==> src/ires_cfg.svh <==
`ifndef IRES_CFG_SVH
`define IRES_CFG_SVH
// register word offsets (byte address on the plain port)
`define IRES_OFS_ID          8'h00
`define IRES_OFS_CTX_TAG     8'h04
`define IRES_OFS_STATUS      8'h08
`define IRES_OFS_SYND0       8'h0c
`define IRES_OFS_SYND1_LO    8'h10
`define IRES_OFS_SYND1_HI    8'h14
`define IRES_OFS_DOM_SEL     8'h18
`define IRES_OFS_TBL_VALID   8'h1c
// status field positions
`define IRES_ST_VALID        0
`define IRES_ST_MULTI        1
`define IRES_ST_S0V          2
`define IRES_ST_S1V          3
`define IRES_ST_FC_LSB       8
`define IRES_ST_IFC_LSB      16
// id register field positions
`define IRES_ID_SWE          0
`define IRES_ID_REALM        1
// reset values
`define IRES_CTX_TAG_RST     16'h0000
`define IRES_SEL_RST         2'h0
`endif

==> src/ires_pkg.sv <==
`default_nettype none
package ires_pkg;
    typedef enum logic [1:0] {
        IRES_PAS_SECURE,
        IRES_PAS_NONSECURE,
        IRES_PAS_ROOT,
        IRES_PAS_REALM
    } ires_pas_t;
    typedef enum logic [1:0] {
        IRES_SRC_EVENT,
        IRES_SRC_SYSREG,
        IRES_SRC_SYSINSN,
        IRES_SRC_MMIO
    } ires_src_t;
endpackage
`default_nettype wire

==> src/ires_err_capture.sv <==
`default_nettype none
`include "ires_cfg.svh"
// one error capture set for a single interrupt domain
module ires_err_capture
    import ires_pkg::*;
#(
    parameter int FC_W   = 8,
    parameter int IFC_W  = 8,
    parameter int SYN0_W = 32,
    parameter int ADDR_W = 48
) (
    // clock and reset
    input  wire logic              i_clk_sys,
    input  wire logic              i_rst,
    // error report
    input  wire logic              i_err,
    input  wire logic              i_impl,
    input  wire logic [FC_W-1:0]   i_fc,
    input  wire logic              i_s0v,
    input  wire logic              i_s1v,
    input  wire logic [SYN0_W-1:0] i_syn0,
    input  wire logic [ADDR_W-1:0] i_addr,
    // write-one-to-clear
    input  wire logic              i_clr_valid,
    input  wire logic              i_clr_multi,
    // captured state
    output logic                   o_valid,
    output logic                   o_multi,
    output logic                   o_s0v,
    output logic                   o_s1v,
    output logic [FC_W-1:0]        o_fc,
    output logic [IFC_W-1:0]       o_ifc,
    output logic [SYN0_W-1:0]      o_syn0,
    output logic [ADDR_W-1:0]      o_addr
);
    logic capture;
    assign capture = i_err && (!o_valid || i_clr_valid);

    // valid: new error wins over a clear in the same cycle
    always_ff @(posedge i_clk_sys or posedge i_rst) begin
        if (i_rst) begin
            o_valid <= 1'b0;
        end else if (i_err) begin
            o_valid <= 1'b1;
        end else if (i_clr_valid) begin
            o_valid <= 1'b0;
        end
    end

    always_ff @(posedge i_clk_sys or posedge i_rst) begin
        if (i_rst) begin
            o_multi <= 1'b0;
        end else if (i_err && o_valid && !i_clr_valid) begin
            o_multi <= 1'b1;
        end else if (i_clr_multi) begin
            o_multi <= 1'b0;
        end
    end

    // held payload is frozen while valid, so the first error is kept
    always_ff @(posedge i_clk_sys or posedge i_rst) begin
        if (i_rst) begin
            o_s0v  <= 1'b0;
            o_s1v  <= 1'b0;
            o_fc   <= '0;
            o_ifc  <= '0;
            o_syn0 <= '0;
            o_addr <= '0;
        end else if (capture) begin
            o_s0v  <= i_s0v;
            o_s1v  <= i_s1v;
            o_fc   <= i_impl ? '0 : i_fc;
            o_ifc  <= i_impl ? IFC_W'(i_fc) : '0;
            o_syn0 <= i_syn0;
            o_addr <= i_addr;
        end
    end

    held_payload_a: assert property (@(posedge i_clk_sys) disable iff (i_rst)
        o_valid && !i_clr_valid |=> $stable(o_fc) && $stable(o_syn0))
        else $error("payload changed while error held");
    multi_set_a: assert property (@(posedge i_clk_sys) disable iff (i_rst)
        i_err && o_valid && !i_clr_valid |=> o_multi)
        else $error("second error did not set multi flag");
    set_wins_a: assert property (@(posedge i_clk_sys) disable iff (i_rst)
        i_err |=> o_valid)
        else $error("error not captured");
    impl_zero_fc_a: assert property (@(posedge i_clk_sys) disable iff (i_rst)
        capture && i_impl |=> o_fc == '0)
        else $error("fault code not zero on impl error");
    synd_flags_a: assert property (@(posedge i_clk_sys) disable iff (i_rst)
        capture |=> o_s0v == $past(i_s0v) && o_s1v == $past(i_s1v))
        else $error("syndrome valid flags not captured");
    synd_payload_a: assert property (@(posedge i_clk_sys) disable iff (i_rst)
        capture |=> o_syn0 == $past(i_syn0) && o_addr == $past(i_addr))
        else $error("syndrome payload not captured");
    multi_clear_a: assert property (@(posedge i_clk_sys) disable iff (i_rst)
        i_clr_multi && !i_err |=> !o_multi)
        else $error("multi flag not cleared");
    cov_multi: cover property (@(posedge i_clk_sys) disable iff (i_rst)
        o_valid ##1 o_multi);
endmodule
`default_nettype wire

==> src/ires_top.sv <==
`default_nettype none
`include "ires_cfg.svh"
module ires_top
    import ires_pkg::*;
#(
    parameter int  N_DOM     = 4,
    parameter int  TAG_W     = 16,
    parameter int  ADDR_W    = 48,
    parameter int  FC_W      = 8,
    parameter int  IFC_W     = 8,
    parameter int  INTID_W   = 24,
    parameter int  TYPE_W    = 3,
    parameter bit  HAS_SWE   = 1'b1,
    parameter bit  HAS_REALM = 1'b1
) (
    // clock and reset
    input  wire logic              i_clk_sys,
    input  wire logic              i_rst,
    // register port
    input  wire logic [7:0]        i_reg_addr,
    input  wire logic [31:0]       i_reg_wdata,
    input  wire logic              i_reg_wr,
    input  wire logic              i_reg_rd,
    output logic [31:0]            o_reg_rdata,
    // memory access request from the service core
    input  wire logic              i_mem_req,
    input  wire ires_pas_t         i_mem_pas,
    input  wire logic [ADDR_W-1:0] i_mem_addr,
    // memory access toward the memory system
    output logic                   o_mem_req,
    output ires_pas_t              o_mem_pas,
    output logic [ADDR_W-1:0]      o_mem_addr,
    output logic [TAG_W-1:0]       o_mem_ctx_tag,
    // detected programming error
    input  wire logic              i_err,
    input  wire logic [1:0]        i_err_dom,
    input  wire ires_src_t         i_err_src,
    input  wire logic              i_err_impl,
    input  wire logic [FC_W-1:0]   i_err_fc,
    input  wire logic              i_err_s0v,
    input  wire logic              i_err_s1v,
    input  wire logic [TYPE_W-1:0] i_err_int_type,
    input  wire logic [INTID_W-1:0] i_err_int_id,
    input  wire logic              i_err_virt,
    input  wire logic [ADDR_W-1:0] i_err_addr,
    // write-back external abort from the memory system
    input  wire logic              i_wb_abort,
    input  wire logic [1:0]        i_wb_dom,
    input  wire logic [ADDR_W-1:0] i_wb_addr,
    input  wire logic [FC_W-1:0]   i_wb_fc,
    // table enables steered by software
    output logic                   o_state_table_base_valid,
    output logic                   o_vm_table_base_valid
);
    localparam int SYN0_W = 32;

    // ****************************************************************
    // register state
    // ****************************************************************
    logic [TAG_W-1:0] realm_context_tag_field_r;
    logic [1:0]       dom_sel_r;
    logic             state_tbl_r;
    logic             vm_tbl_r;

    function automatic logic hit(input logic [7:0] a, input logic [7:0] ofs);
        hit = (a == ofs);
    endfunction

    always_ff @(posedge i_clk_sys or posedge i_rst) begin
        if (i_rst) begin
            realm_context_tag_field_r <= `IRES_CTX_TAG_RST;
        end else if (i_reg_wr && hit(i_reg_addr, `IRES_OFS_CTX_TAG)) begin
            realm_context_tag_field_r <= i_reg_wdata[TAG_W-1:0];
        end
    end

    always_ff @(posedge i_clk_sys or posedge i_rst) begin
        if (i_rst) begin
            dom_sel_r <= `IRES_SEL_RST;
        end else if (i_reg_wr && hit(i_reg_addr, `IRES_OFS_DOM_SEL)) begin
            dom_sel_r <= i_reg_wdata[1:0];
        end
    end

    // enables are software's; keeping tags aligned first is its duty
    always_ff @(posedge i_clk_sys or posedge i_rst) begin
        if (i_rst) begin
            state_tbl_r <= 1'b0;
            vm_tbl_r    <= 1'b0;
        end else if (i_reg_wr && hit(i_reg_addr, `IRES_OFS_TBL_VALID)) begin
            state_tbl_r <= i_reg_wdata[0];
            vm_tbl_r    <= i_reg_wdata[1];
        end
    end
    assign o_state_table_base_valid = state_tbl_r;
    assign o_vm_table_base_valid    = vm_tbl_r;

    // ****************************************************************
    // memory access tagging
    // ****************************************************************
    logic [TAG_W-1:0] tag_nxt;
    always_comb begin
        tag_nxt = '0;
        if (HAS_REALM && i_mem_pas == IRES_PAS_REALM) begin
            tag_nxt = realm_context_tag_field_r;
        end
    end

    // space is passed unchanged: a tag mismatch never moves the access
    always_ff @(posedge i_clk_sys or posedge i_rst) begin
        if (i_rst) begin
            o_mem_req     <= 1'b0;
            o_mem_pas     <= IRES_PAS_SECURE;
            o_mem_addr    <= '0;
            o_mem_ctx_tag <= '0;
        end else begin
            o_mem_req     <= i_mem_req;
            o_mem_pas     <= i_mem_pas;
            o_mem_addr    <= i_mem_addr;
            o_mem_ctx_tag <= tag_nxt;
        end
    end

    // ****************************************************************
    // per-domain error capture
    // ****************************************************************
    logic              d_valid [N_DOM];
    logic              d_multi [N_DOM];
    logic              d_s0v   [N_DOM];
    logic              d_s1v   [N_DOM];
    logic [FC_W-1:0]   d_fc    [N_DOM];
    logic [IFC_W-1:0]  d_ifc   [N_DOM];
    logic [SYN0_W-1:0] d_syn0  [N_DOM];
    logic [ADDR_W-1:0] d_addr  [N_DOM];

    // every source class reaches the same capture path
    logic sw_err;
    assign sw_err = HAS_SWE && i_err &&
                    (i_err_src inside {IRES_SRC_EVENT, IRES_SRC_SYSREG,
                                       IRES_SRC_SYSINSN, IRES_SRC_MMIO});

    logic [SYN0_W-1:0] syn0_in;
    assign syn0_in = SYN0_W'({i_err_virt, i_err_int_type, i_err_int_id});

    logic st_wr;
    assign st_wr = i_reg_wr && hit(i_reg_addr, `IRES_OFS_STATUS);

    genvar g;
    generate
        for (g = 0; g < N_DOM; g++) begin : g_dom
            logic sw_hit;
            logic wb_hit;
            logic sel;
            // abort beats a concurrent sw error: it may arrive late
            assign wb_hit = HAS_SWE && i_wb_abort && (i_wb_dom == 2'(g));
            assign sw_hit = sw_err && (i_err_dom == 2'(g)) && !wb_hit;
            assign sel    = st_wr && (dom_sel_r == 2'(g));
            ires_err_capture #(
                .FC_W   (FC_W),
                .IFC_W  (IFC_W),
                .SYN0_W (SYN0_W),
                .ADDR_W (ADDR_W)
            ) u_cap (
                .i_clk_sys   (i_clk_sys),
                .i_rst       (i_rst),
                .i_err       (sw_hit || wb_hit),
                .i_impl      (sw_hit && i_err_impl),
                .i_fc        (wb_hit ? i_wb_fc : i_err_fc),
                .i_s0v       (sw_hit && i_err_s0v),
                .i_s1v       (wb_hit || i_err_s1v),
                .i_syn0      (wb_hit ? '0 : syn0_in),
                .i_addr      (wb_hit ? i_wb_addr : i_err_addr),
                .i_clr_valid (sel && i_reg_wdata[`IRES_ST_VALID]),
                .i_clr_multi (sel && i_reg_wdata[`IRES_ST_MULTI]),
                .o_valid     (d_valid[g]),
                .o_multi     (d_multi[g]),
                .o_s0v       (d_s0v[g]),
                .o_s1v       (d_s1v[g]),
                .o_fc        (d_fc[g]),
                .o_ifc       (d_ifc[g]),
                .o_syn0      (d_syn0[g]),
                .o_addr      (d_addr[g])
            );
        end
    endgenerate

    // ****************************************************************
    // read path
    // ****************************************************************
    logic [31:0] rd_nxt;
    logic [63:0] addr_ext;
    always_comb begin
        rd_nxt   = '0;
        addr_ext = 64'(d_addr[dom_sel_r]);
        unique case (i_reg_addr)
            `IRES_OFS_ID: begin
                rd_nxt[`IRES_ID_SWE]   = HAS_SWE;
                rd_nxt[`IRES_ID_REALM] = HAS_REALM;
            end
            `IRES_OFS_CTX_TAG: rd_nxt = 32'(realm_context_tag_field_r);
            `IRES_OFS_STATUS: begin
                rd_nxt[`IRES_ST_VALID] = d_valid[dom_sel_r];
                rd_nxt[`IRES_ST_MULTI] = d_multi[dom_sel_r];
                rd_nxt[`IRES_ST_S0V]   = d_s0v[dom_sel_r];
                rd_nxt[`IRES_ST_S1V]   = d_s1v[dom_sel_r];
                rd_nxt[`IRES_ST_FC_LSB +: FC_W]   = d_fc[dom_sel_r];
                rd_nxt[`IRES_ST_IFC_LSB +: IFC_W] = d_ifc[dom_sel_r];
            end
            `IRES_OFS_SYND0:    rd_nxt = d_syn0[dom_sel_r];
            `IRES_OFS_SYND1_LO: rd_nxt = addr_ext[31:0];
            `IRES_OFS_SYND1_HI: rd_nxt = addr_ext[63:32];
            `IRES_OFS_DOM_SEL:  rd_nxt = 32'(dom_sel_r);
            `IRES_OFS_TBL_VALID: rd_nxt = {30'h0, vm_tbl_r, state_tbl_r};
            default:            rd_nxt = '0;
        endcase
    end

    always_ff @(posedge i_clk_sys or posedge i_rst) begin
        if (i_rst) begin
            o_reg_rdata <= '0;
        end else begin
            o_reg_rdata <= i_reg_rd ? rd_nxt : '0;
        end
    end

    // ****************************************************************
    // checks
    // ****************************************************************
    nonrealm_zero_a: assert property (@(posedge i_clk_sys) disable iff (i_rst)
        i_mem_req && i_mem_pas != IRES_PAS_REALM |=> o_mem_ctx_tag == '0)
        else $error("non-realm access carried nonzero tag");
    realm_tag_a: assert property (@(posedge i_clk_sys) disable iff (i_rst)
        i_mem_req && i_mem_pas == IRES_PAS_REALM && HAS_REALM
        |=> o_mem_ctx_tag == $past(realm_context_tag_field_r))
        else $error("realm access tag differs from field");
    no_realm_zero_a: assert property (@(posedge i_clk_sys) disable iff (i_rst)
        !HAS_REALM |-> o_mem_ctx_tag == '0)
        else $error("tag nonzero without realm support");
    pas_kept_a: assert property (@(posedge i_clk_sys) disable iff (i_rst)
        i_mem_req |=> o_mem_req && o_mem_pas == $past(i_mem_pas))
        else $error("access space changed");
    abort_reported_a: assert property (@(posedge i_clk_sys) disable iff (i_rst)
        HAS_SWE && i_wb_abort |=> d_valid[$past(i_wb_dom)])
        else $error("write-back abort not captured");
    swe_flag_a: assert property (@(posedge i_clk_sys) disable iff (i_rst)
        i_reg_rd && i_reg_addr == `IRES_OFS_ID |=> o_reg_rdata[`IRES_ID_SWE] == HAS_SWE)
        else $error("support flag wrong");
    clear_works_a: assert property (@(posedge i_clk_sys) disable iff (i_rst)
        st_wr && i_reg_wdata[`IRES_ST_VALID] && !i_err && !i_wb_abort
        |=> !d_valid[$past(dom_sel_r)])
        else $error("status clear ignored");
    rd_one_cycle_a: assert property (@(posedge i_clk_sys) disable iff (i_rst)
        !i_reg_rd |=> o_reg_rdata == '0)
        else $error("read data outside read slot");

    cov_realm: cover property (@(posedge i_clk_sys) disable iff (i_rst)
        i_mem_req && i_mem_pas == IRES_PAS_REALM);
    cov_abort: cover property (@(posedge i_clk_sys) disable iff (i_rst)
        i_wb_abort);
    cov_clear: cover property (@(posedge i_clk_sys) disable iff (i_rst)
        st_wr ##1 i_reg_rd);
endmodule
`default_nettype wire

==> config.mk <==
export PLATFORM = sky130hd
export DESIGN_NAME = ires_top
export DESIGN_NICKNAME = d
export VERILOG_FILES = /design/src/ires_pkg.sv /design/src/ires_err_capture.sv /design/src/ires_top.sv
export VERILOG_INCLUDE_DIRS = /design/src
export SDC_FILE = /design/constraint.sdc
export NUM_CORES = 1
export LEC_CHECK = 0
export BUFFER_PORTS_ARGS = -buffer_cell sky130_fd_sc_hd__buf_2
export CORE_ASPECT_RATIO = 1.2
export CORE_UTILIZATION = 35
export DETAILED_ROUTE_END_ITERATION = 7
export SETUP_SLACK_MARGIN = 0.1
export SYNTH_ARGS = -nofsm -noshare
export SYNTH_HDL_FRONTEND = slang
export SYNTH_SLANG_ARGS = --single-unit
==> constraint.sdc <==
create_clock -name i_clk_sys -period 43.5 [get_ports i_clk_sys]
set_input_delay 8.7 -clock i_clk_sys [delete_from_list [all_inputs] [get_ports i_clk_sys]]
set_output_delay 8.7 -clock i_clk_sys [all_outputs]
set_load 0.02 [all_outputs]
Yosys cells after proc, flatten, opt, wreduce, memory -nomap -nowiden
Cells that the tools add are included.
Widths: inputs -> output; s select.
Cells by class
  $lt $le $gt $ge: 1
  eq/ne operators: 20
  muxes and demuxes: 67
  bitwise gates (word level): 1
  reduce and logical (&&, ||, !) cells: 87
Operators by type and width (number)
  $mux 48: 6
  $mux 8: 16
  $mux 28: 4
  $bmux 48 s2: 1
  $mux 32: 3
  $pmux 16 s5: 1
  $bmux 32 s2: 1
  $logic_and 1x1->1: 49
  $bmux 8 s2: 2
  $eq 8x5->1 const B: 4
  $mux 1: 24
  $eq 2x2->1 const B: 9
  $eq 8x4->1 const B: 2
  $mux 16: 1
  $pmux 2 s8: 1
  $pmux 4 s4: 1
  $pmux 8 s2: 1
  $reduce_bool 2->1: 8
  $logic_not 1->1: 12
  $logic_or 1x1->1: 12
  $pmux 2 s5: 1
  $bmux 1 s2: 4
  $eq 2x1->1 const B: 4
  $eq 8x3->1 const B: 1
  5 further kinds: 8
Word-level totals
  flip-flop bits (word level): 519
  input port bits: 246
  output and inout port bits: 101

Depth between registers and ports, before layout
Gate-level depths: netlist of run 1.
  depth after elaboration: 9
  mapped depth: 9

By module
From an unflattened synthesis of run 1, not the netlist that was laid out.
Unflattened totals
  cell total of the unflattened synthesis: 1818
  area, all modules: 26086.3 sq um
Modules (own cells, without submodules)
  ires_err_capture: instances 4, cells an instance 234, area an instance 3875.0 sq um, sequential area each 2502.4 sq um
  ires_top: instances 1, cells an instance 882, area an instance 10586.4 sq um, sequential area each 2977.9 sq um

Least setup slack after synthesis of run 1
OpenSTA, ideal clock, no wires.
  kind: in2reg
  start point: input port i_reg_addr[0]
  end point: register g_dom[3].u_cap.o_s0v
  library setup time: 0.121 ns
  data arrival time: 10.751 ns
  data required time: 43.379 ns
  slack: 32.628 ns
  stages on the path: 7
  cell sequence: clkbuf_1 -> or4b_1 -> buf_2 -> o41ai_4 -> nand2_1 -> clkbuf_1 -> a22o_1
Between the ends
  cells in the longest elaborated chain, start to end: 6
Ends and longest elaborated chain
  from (decl): RTL line ires_top.sv:20  | input wire logic [7:0] i_reg_addr,
  $eq 8x4->1: RTL line ires_top.sv:66  | hit = (a == ofs);
  $logic_and 1x1->1: RTL line ires_top.sv:146  | assign st_wr = i_reg_wr && hit(i_reg_addr, `IRES_OFS_STATUS);
  $logic_and 1x1->1: RTL line ires_top.sv:157  | assign sel = st_wr && (dom_sel_r == 2'(g));
  $logic_and 1x1->1: RTL line ires_top.sv:173  | .i_clr_valid (sel && i_reg_wdata[`IRES_ST_VALID]),
  $logic_or 1x1->1: RTL line ires_err_capture.sv:37  | assign capture = i_err && (!o_valid || i_clr_valid);
  $logic_and 1x1->1: RTL line ires_err_capture.sv:37
  to (signal assigned): RTL line ires_err_capture.sv:70  | o_s0v <= i_s0v;
  to (decl): RTL line ires_err_capture.sv:29  | output logic o_s0v,
No other way between the ends.
A chain may end at the register's enable or synchronous reset.

Worst setup path after layout of run 1
  start point: input port i_reg_addr[2]
  end point: register g_dom[2].u_cap.o_syn0[23]
Between the ends
  cells in the longest elaborated chain, start to end: 6
Ends and longest elaborated chain
  $eq 8x4->1: RTL line ires_top.sv:66
  $logic_and 1x1->1: RTL line ires_top.sv:146
  $logic_and 1x1->1: RTL line ires_top.sv:157
  $logic_and 1x1->1: RTL line ires_top.sv:173
  $logic_or 1x1->1: RTL line ires_err_capture.sv:37
  $logic_and 1x1->1: RTL line ires_err_capture.sv:37
  to (signal assigned): RTL line ires_err_capture.sv:74  | o_syn0 <= i_syn0;
  to (decl): RTL line ires_err_capture.sv:33  | output logic [SYN0_W-1:0] o_syn0,
No other way between the ends.

==> results.toml, run 1 <==
[outcome]
status = "completed"

[floorplan]
start_util_pct = 35.5
core_um2 = 62100
dieWidth_um = 231
die_h_um = 277
io_pins = 347
core.rowCount = 100
dieArea_um2 = 63900

[synthesis]
synth_top_family_by_area = "compound AO/OA/AOI/OAI gates"
synth_compound_area_share_pct = 23.1
synth_cells = 1615
ys_types = 48
synth_area_per_cell_um2 = 13.6
synth-seq-area-share_pct = 57.2
synth_ff_type = "dfrtp_1"
synth_adder_area_share_pct = 0
post_synth_instance_area_um2 = 22000
ys_seq_elements = 503
syn-num-nets = 1861
synthMuxAreaShare_pct = 13.2
synth_edf_count = 0
async_flop_share_pct = 100
synth_xor_xnor_area_share_pct = 0
ys.warnings.count = 0
synth-simple-area-share_pct = 3.34

[worst_setup_path]
path_class = "in -> reg"
crit_start = "i_reg_addr[2]"
critPathLaunchType = "input port"
crit_chain = "buf_2 > buf_4 > or4b_1 > o41ai_2 > buf_4 > and2_2 > a22o_1"
worstRegToRegCells = 6
crit_path_end_kind = "flop"
r2r_end = "g_dom[3].u_cap.o_addr[18]$_DFFE_PP0P_"
cpMaxStageDelayCell = "and2_2"
endpoint = "g_dom[2].u_cap.o_syn0[23]$_DFFE_PP0P_"
cp_data_arrival_time_ps = 12120
rr_startpoint = "dom_sel_r[1]$_DFFE_PP0P_"
worstPathRequired_ps = 44030
critPathMaxFanout = 54
path_common_cell = "buf_4"
cp_slowest_stage_delay_ps = 810
rrSetupSlack_ps = 39990

[sta]
final-setup-viol-count = 0
min_period_ps = 11590
hold_violations = 0
clock_skew_ps = 31.3
worst_slew_pin_slew_ps = 1060
slew_violations = 0
timing.fmax_ghz = 0.0863
hold-worst-slack_ps = 486
slew_headroom_pct = 29.6
rsz0062_at_grt = "no"
post-route-period-util_pct = 26.6
fin_tns_setup_ps = 0

[global_routing]
grt_usage_pct = 24.1
grt_pass1_vias = 17400
grt_max_degree = 183
antenna_found_initial = 32
gr-total-overflow = 0
grt_pass1_wl_mm = 116

[final_layout]
layout_common_cells = "dfrtp_1, buf_2, a2bb2oi_1"
post-route-util_pct = 42.1
nets = 2122
layout_commonest_cell = "dfrtp_1"
drive_gt1_share_pct = 31.6
area_delta_synth_final_pct = 18.6

[routing]
avgRoutedWirePerCell_um = 28.4
drc = 0
final_antenna_net_count = 0
drt_first_pass_iters = 5
drt-total-wl_mm = 77.9
via_per_inst = 6.13
drtIter0Drc = 1569
via_count = 16800

[pwr]
ir_drop_v = 0.0000248
power_density_nw_per_um2 = 47.7
leakagePower_nw = 11.6

[clocking]
postCtsSetupBuffers = 0
cts_tree = "built"
htree_levels = 2
hold_buffers = 0
cts_buffers = 54
cts-resized-gates = 0
root_buffer = "clkbuf_16"
clk_path_buf_depth = 3
clk_pin_slew_worst_paths_ps = 70
cts.sinks = 503
insertion_delay_ps = 610

[placed_design]
dpl.hpwl_mm = 48.2
gp_congestion = 0.886
port-buffer-count = 328

[run]
drv_cap = 0

[hold_path]
hp-class = "reg -> reg"
-- per-stage QoR --
stage | cells | power (mW) | setup WS, ps | area [um2]
global route | 2739 | 1.29 | 31860 | 26100
CTS | 2732 | 1.25 | 31910 | 26100
finish | 2745 | 1.24 | 31910 | 26100
detailed placement | 2636 | 0.797 | 31290 | 24300
floorplan | 1615 | 0.728 | 20760 | 22000
global placement | 2636 | 0.787 | 31310 | 24300
-- cell families (layout without fill, tap and decap cells) --
family	Yosys count	in the layout
other	0	13
flip-flops	503	503
multiplexers	169	169
AO/OA/AOI/OAI	648	648
AND/OR/NAND/NOR	134	134
buffers and inverters	161	462
-- where the power goes --
group	total, mW	leakage (nW)	switching (mW)	internal (mW)
clock	0.452	0.858	0.198	0.254
combinational	0.194	4.42	0.0834	0.110
sequential	0.599	6.27	0.0475	0.551
total	1.24	11.6	0.329	0.915
-- registers in the layout, summed over array words and instances, names as in the netlist, 2 cells and up --
signal and count:
g_dom.u_cap.o_s0v 4, g_dom.u_cap.o_multi 4, g_dom.u_cap.o_syn0 112, g_dom.u_cap.o_valid 4, realm_context_tag_field_r 16, o_reg_rdata 32, o_mem_addr 48, g_dom.u_cap.o_addr 192
g_dom.u_cap.o_fc 32, g_dom.u_cap.o_ifc 32, dom_sel_r 2, o_mem_ctx_tag 16, g_dom.u_cap.o_s1v 4, o_mem_pas 2
-- synthesized netlist by cell type, types with 2 or more instances --
cell type / number / share of area (%)
mux2i_1: 45 / 2.0
buf_2: 38 / 0.86
nor4b_1: 2 / 0.080
nor2_1: 7 / 0.12
a22o_1: 121 / 4.8
and3_1: 18 / 0.51
nor2b_1: 3 / 0.085
dfrtp_1: 503 / 57
and2_0: 2 / 0.057
a31oi_1: 2 / 0.057
buf_4: 3 / 0.10
nand2_1: 36 / 0.61
mux4_2: 94 / 9.6
o2bb2ai_1: 64 / 2.5
nand3_1: 21 / 0.48
a32oi_1: 4 / 0.16
and2_1: 15 / 0.43
nor3_1: 3 / 0.068
clkbuf_1: 95 / 1.6
buf_6: 3 / 0.15
a2bb2oi_1: 203 / 8.1
nand3b_1: 4 / 0.14
a22oi_1: 17 / 0.58
nor4_1: 3 / 0.085
inv_1: 2 / 0.034
mux2_2: 30 / 1.5
o21ai_0: 20 / 0.45
or3b_2: 2 / 0.080
nand4_1: 3 / 0.085
buf_1: 19 / 0.32
o22ai_1: 192 / 5.5
nand2b_1: 7 / 0.20
nor3b_1: 2 / 0.068
o41ai_4: 3 / 0.38
a21oi_1: 16 / 0.36
-- worst max-delay path: cells and delay by family --
family	cells	cell delay, ps
compound gates	2	750
simple gates	2	1540
buf+inv	3	1090
-- worst min path at each step --
stage,from,end,depth (start not counted)
after floorplan,g_dom[1].u_cap.o_fc[0]$_DFFE_PP0P_,g_dom[1].u_cap.o_fc[0]$_DFFE_PP0P_,1
after global placement,g_dom[2].u_cap.o_ifc[6]$_DFFE_PP0P_,g_dom[2].u_cap.o_ifc[6]$_DFFE_PP0P_,1
after detailed placement,g_dom[1].u_cap.o_ifc[0]$_DFFE_PP0P_,g_dom[1].u_cap.o_ifc[0]$_DFFE_PP0P_,1
after CTS,g_dom[3].u_cap.o_ifc[5]$_DFFE_PP0P_,g_dom[3].u_cap.o_ifc[5]$_DFFE_PP0P_,1
after global routing,g_dom[0].u_cap.o_fc[7]$_DFFE_PP0P_,g_dom[0].u_cap.o_fc[7]$_DFFE_PP0P_,1
final,g_dom[3].u_cap.o_ifc[7]$_DFFE_PP0P_,g_dom[3].u_cap.o_ifc[7]$_DFFE_PP0P_,1
-- metal layers --
layer	wire length [um]	GRT usage [%]
met1	31100	32.0
met2	37200	38.3
met5	236	0
met3	6660	6.30
met4	2590	7.96
-- final cells by class --
cell class,instances,area [um2]
multi-input combinational,951,8790
fill,5761,36000
inverter,3,18.8
timing repair buffer,363,1920
sequential,503,12600
clock buffer,76,1580
antenna,13,32.5
tap,816,1020
clock inverter,20,139
Power figures use the tool's default switching activity.
==> run 2: changes to the inputs <==
ABC_AREA = 1   (was not set)
clock period = 11.9 ns   (was 43.5 ns; I/O delays follow)
==> run 2 against run 1 <==
Worst setup slack worse by 25000 ps. Register-to-register slack worse by 32000 ps. Critical path type unchanged. Die area is 13% higher. Wire length is 20% higher. Critical path depth is 4 higher. Area after synthesis is 13% higher. Highest routed layer unchanged. Critical endpoint is now g_dom[0].u_cap.o_syn0[24]$_DFFE_PP0P_.
==> results.toml, run 2 <==
[outcome]
status = "completed"

[sta]
min_period_ps = 5250
final-setup-viol-count = 0
worst_slew_pin_slew_ps = 1180
hold_violations = 0
hold-worst-slack_ps = 470
fin_tns_setup_ps = 0
slew_violations = 0
post-route-period-util_pct = 44.1
timing.fmax_ghz = 0.191
rsz0062_at_grt = "no"
clock_skew_ps = 9.34
slew_headroom_pct = 21.2

[hold_path]
hp-class = "reg -> reg"

[global_routing]
grt_usage_pct = 25.9
grt_pass1_wl_mm = 140
grt.busiest_layer = "met2"
use_met3_pct = 5.44
gr-total-overflow = 0
antenna_found_initial = 27
grt_max_degree = 172
grt_pass1_vias = 22400
grtUsageMet2_pct = 42.0
use_met1_pct = 32.7

[clocking]
cts_buffers = 54
clk_path_buf_depth = 3
cts_tree = "built"
insertion_delay_ps = 620
cts.sinks = 503
hold_buffers = 0
postCtsSetupBuffers = 0
root_buffer = "clkbuf_16"
cts-resized-gates = 0
clk_pin_slew_worst_paths_ps = 60
htree_levels = 2

[synthesis]
synth_adder_area_share_pct = 0
synth-seq-area-share_pct = 50.8
synth_cells = 3334
synth_compound_area_share_pct = 6.20
post_synth_instance_area_um2 = 24800
async_flop_share_pct = 100
synth-simple-area-share_pct = 37.2
synthMuxAreaShare_pct = 0
synthTopCellsByArea = "dfrtp_1, nand2_1, nand3_1, o21ai_0, clkbuf_1"
synth_edf_count = 0
synth_ff_type = "dfrtp_1"
synth_top_area_cell = "dfrtp_1"
syn-num-nets = 3580
synth_common_cells = "nand2_1, dfrtp_1, nand3_1"
synth_top_area_share_pct = 50.8
ys_seq_elements = 503
ys_types = 30
synth_top_family_by_area = "simple AND/OR/NAND/NOR gates"
yosysMostFrequentCell = "nand2_1"
synth_area_per_cell_um2 = 7.44
synth_xor_xnor_area_share_pct = 0
ys.warnings.count = 0

[final_layout]
final_cell_area_um2 = 28800
nets = 3766
multi_input_area_um2 = 11000
layout_commonest_cell = "nand2_1"
nFillCells = 7304
top_regs = "g_dom.u_cap.o_addr (192), g_dom.u_cap.o_syn0 (112), o_mem_addr (48)"
post-route-util_pct = 41.3
registers.top_by_ff_count = "g_dom.u_cap.o_addr"
area_delta_synth_final_pct = 16.3
drive_gt1_share_pct = 13.4
largest_register_ffs = 192
seqCellArea_um2 = 12600
layout_common_cells = "nand2_1, dfrtp_1, nand3_1"

[pwr]
power_density_nw_per_um2 = 157
leakagePower_nw = 15.6
total_power_mw = 4.53
ir_drop_v = 0.000108

[worst_setup_path]
crit_path_end_kind = "flop"
path_class = "in -> reg"
cp_data_arrival_time_ps = 5760
critPathLaunchType = "input port"
worstPathRequired_ps = 12410
critPathMaxFanout = 96

[floorplan]
die_h_um = 294
core_um2 = 69900
dieWidth_um = 245
start_util_pct = 35.5
dieArea_um2 = 71900
core.rowCount = 106
io_pins = 347

[routing]
via_count = 23400
drtIter0Drc = 2032
via_per_inst = 5.22
avgRoutedWirePerCell_um = 20.9
drc = 0
drt_first_pass_iters = 5
final_antenna_net_count = 0
drt-total-wl_mm = 93.5

[run]
drv_cap = 0

[placed_design]
dpl.hpwl_mm = 53.2
gp_congestion = 0.881
post_dp_cell_area_um2 = 27000
port-buffer-count = 328
## run 2: path summary, 6_finish.rpt
path / from / slack [ps] / cells after the start / to
min in group asynchronous: i_rst / 1810 / 2 / o_mem_addr[14]$_DFF_PP0_
worst max register to register: dom_sel_r[0]$_DFFE_PP0P_ / 8240 / 8 / g_dom[0].u_cap.o_syn0[24]$_DFFE_PP0P_
max in group asynchronous: i_rst / 7970 / 4 / g_dom[3].u_cap.o_addr[32]$_DFFE_PP0P_
worst max-delay path: i_reg_addr[7] / 6650 / 11 / g_dom[0].u_cap.o_syn0[24]$_DFFE_PP0P_
worst min register to register: g_dom[1].u_cap.o_syn0[1]$_DFFE_PP0P_ / 470 / 2 / g_dom[1].u_cap.o_syn0[1]$_DFFE_PP0P_
worst min-delay path: g_dom[1].u_cap.o_syn0[1]$_DFFE_PP0P_ / 470 / 2 / g_dom[1].u_cap.o_syn0[1]$_DFFE_PP0P_
## run 2: critical path: stages
cell	delay, ps
buf_2	100
nor2_2	170
nand2_1	150
nor2_1	160
buf_4	330
nand4_2	230
nand2_8	700
nand2_4	650
buf_4	590
nand2_1	160
nand2_1	60
## run 2: cells by family after synthesis
family | Yosys count
AOI/OAI and AO/OA | 288
DFF | 503
and+or+nand+nor | 2218
buffers and inverters | 325
## run 2: stage by stage
stage,cells,setup slack [ps]
finish,4486,6650
global route,4482,6470
CTS,4479,6700
detailed placement,4382,6050
global placement,4382,6070
floorplan,3334,2690
## run 2: where the power goes
group | leakage (nW) | switching, mW | internal, mW
sequential | 6.45 | 0.137 | 1.98
combinational | 8.26 | 0.419 | 0.218
clock | 0.906 | 0.735 | 1.05
total | 15.6 | 1.29 | 3.24
## run 2: final cells by class
cell class | instances | share of cell area (%)
repair buffers | 361 | 6.68
inverters | 94 | 1.24
well taps | 918 | 3.98
diodes | 7 | 0.0607
multi-input cells | 2506 | 38.0
flip-flops and latches | 503 | 43.7
clock inverters | 17 | 0.759
clock buffers | 80 | 5.63
## run 2: layer usage
metal  wire length [um]  part of all wire [%]
met5                231                  0.25
met4               4120                   4.4
met3               7800                   8.3
met2              43600                    47
met1              37800                    40
==> run 3: changes to the inputs <==
clock period = 4.55 ns   (was 11.9 ns; I/O delays follow)
==> run 3 against run 2 <==
Register-to-register slack worse by 6600 ps. Worst setup slack worse by 5000 ps. Hold slack worse by 79 ps. Sequential power grew to 2.6 times the previous value. Clock skew is 7.2 ps higher. Clock power grew to 2.7 times the previous value. Highest routed layer unchanged.
==> results.toml, run 3 (synthesis results as in run 2) <==
[clocking]
cts-resized-gates = 0
insertion_delay_ps = 620
root_buffer = "clkbuf_16"
cts.sinks = 503
cts_tree = "built"
clk_path_buf_depth = 3
cts_buffers = 56
htree_levels = 2
hold_buffers = 0
postCtsSetupBuffers = 0
clk_pin_slew_worst_paths_ps = 70

[sta]
rsz0062_at_grt = "no"
worst_slew_pin_slew_ps = 1160
hold_violations = 0
clock_skew_ps = 16.5
min_period_ps = 2930
post-route-period-util_pct = 64.5
slew_headroom_pct = 22.7
fin_tns_setup_ps = 0
hold-worst-slack_ps = 391
timing.fmax_ghz = 0.341
fin_ws_ps = 1620
slew_violations = 0
final-setup-viol-count = 0

[worst_setup_path]
path_class = "reg -> reg"
critPathMaxFanout = 68
worstPathRequired_ps = 5000
r2r_end = "o_reg_rdata[5]$_DFF_PP0_"
crit_start = "dom_sel_r[0]$_DFFE_PP0P_"
crit_path_end_kind = "flop"
cp_data_arrival_time_ps = 3390
worstRegToRegCells = 7
rrSetupSlack_ps = 1620
endpoint = "o_reg_rdata[5]$_DFF_PP0_"
critPathLaunchType = "flop"
rr_startpoint = "dom_sel_r[0]$_DFFE_PP0P_"

[placed_design]
dpl.hpwl_mm = 54.8
port-buffer-count = 328
gp_congestion = 0.897
dpl_worst_slack_ps = 1240
post_dp_cell_area_um2 = 27300

[final_layout]
area_delta_synth_final_pct = 17.7
layout_common_cells = "nand2_1, dfrtp_1, nand3_1"
final_cell_area_um2 = 29200
layout_commonest_cell = "nand2_1"
registers.top_by_ff_count = "g_dom.u_cap.o_addr"
top_regs = "g_dom.u_cap.o_addr (192), g_dom.u_cap.o_syn0 (112), o_mem_addr (48)"
nets = 3789
drive_gt1_share_pct = 14.0
largest_register_ffs = 192
nFillCells = 7176

[run]
drv_cap = 0

[global_routing]
grt_usage_pct = 26.1
grt_pass1_vias = 22900
antenna_found_initial = 24
gr-total-overflow = 0
grt_max_degree = 104
grt_pass1_wl_mm = 142

[floorplan]
io_pins = 347
core.rowCount = 106
dieArea_um2 = 71900
start_util_pct = 35.5
dieWidth_um = 245
core_um2 = 69900
die_h_um = 294

[pwr]
p_switching_mw = 3.43
pwr-share-seq_pct = 46.1
power_density_nw_per_um2 = 410
ir_drop_v = 0.000253
p_clk_share_pct = 39.6
p_int_mw = 8.55
leakagePower_nw = 15.8
switching_share_pct = 28.6
p_comb_share_pct = 14.3

[routing]
avgRoutedWirePerCell_um = 21.0
via_per_inst = 5.20
drc = 0
drt_first_pass_iters = 5
drt-total-wl_mm = 94.5
final_antenna_net_count = 0
via_count = 23500
drtIter0Drc = 1933

[hold_path]
hp-class = "in -> reg"

[outcome]
status = "completed"
==> run 3: changes by cell type in the layout (fill, tap and decap cells not counted), sizes merged <==
cell and change:
buf +21, clkbuf +8, clkinv -4, diode -2
inv +2, bufinv -1, clkinvlp +1
==> run 3: cell type report <==
type	instances	area (um2)	share of cell area [%]
flip-flops and latches	503	12600	43.1
multi-input cells	2506	10900	37.3
repair buffers	382	2280	7.82
clock buffers	88	1710	5.87
well taps	918	1150	3.93
inverters	94	357	1.22
clock inverters	15	190	0.651
diodes	5	12.5	0.0429
==> run 3: worst max-delay path, cell delays in order (launching register included) <==
cell and delay, ps:
dfrtp_2 660, inv_1 130, buf_4 540, nor2_4 80
buf_12 290, a22o_1 260, o21ai_0 550, nand3b_1 210
==> run 3: through the flow <==
stage               util [%]  instances  power [mW]
floorplan                  -       3334        6.65
global placement        39.0       4403        7.25
detailed placement      39.0       4403        7.30
CTS                     41.8       4506        12.1
global route            41.8       4509        12.6
finish                  41.8       4511        12.0
==> run 3: power groups by stage <==
stage	Sequential, mW	Clock, mW	Combinational (mW)
after floorplan	5.57	0	1.08
after global placement	5.58	0	1.67
after detailed placement	5.59	0	1.70
after CTS	5.52	4.83	1.71
after global routing	5.61	4.99	1.95
final	5.53	4.74	1.71
==> run 3: worst min-delay path by stage <==
stage / to / from / cells after the start / slack, ps
after detailed placement: g_dom[1].u_cap.o_addr[13]$_DFFE_PP0P_ / g_dom[1].u_cap.o_addr[13]$_DFFE_PP0P_ / 2 / 460
final: o_mem_addr[15]$_DFF_PP0_ / i_mem_addr[15] / 1 / 390
after global routing: o_mem_addr[14]$_DFF_PP0_ / i_mem_addr[14] / 1 / 370
after floorplan: g_dom[1].u_cap.o_addr[0]$_DFFE_PP0P_ / g_dom[1].u_cap.o_addr[0]$_DFFE_PP0P_ / 2 / 440
after global placement: g_dom[3].u_cap.o_syn0[20]$_DFFE_PP0P_ / g_dom[3].u_cap.o_syn0[20]$_DFFE_PP0P_ / 2 / 450
after CTS: o_mem_addr[15]$_DFF_PP0_ / i_mem_addr[15] / 1 / 360
==> run 3: metal layers <==
layer  share of wire, %  global-route usage (%)  wire [um]  up-vias
met5               0.18                       0        168        -
met1                 40                    33.2      38100    11100
li1                   -                       -          -    11100
met3                8.4                    5.03       7920      237
met2                 47                    42.6      44100     1014
met4                4.5                    12.6       4270       26
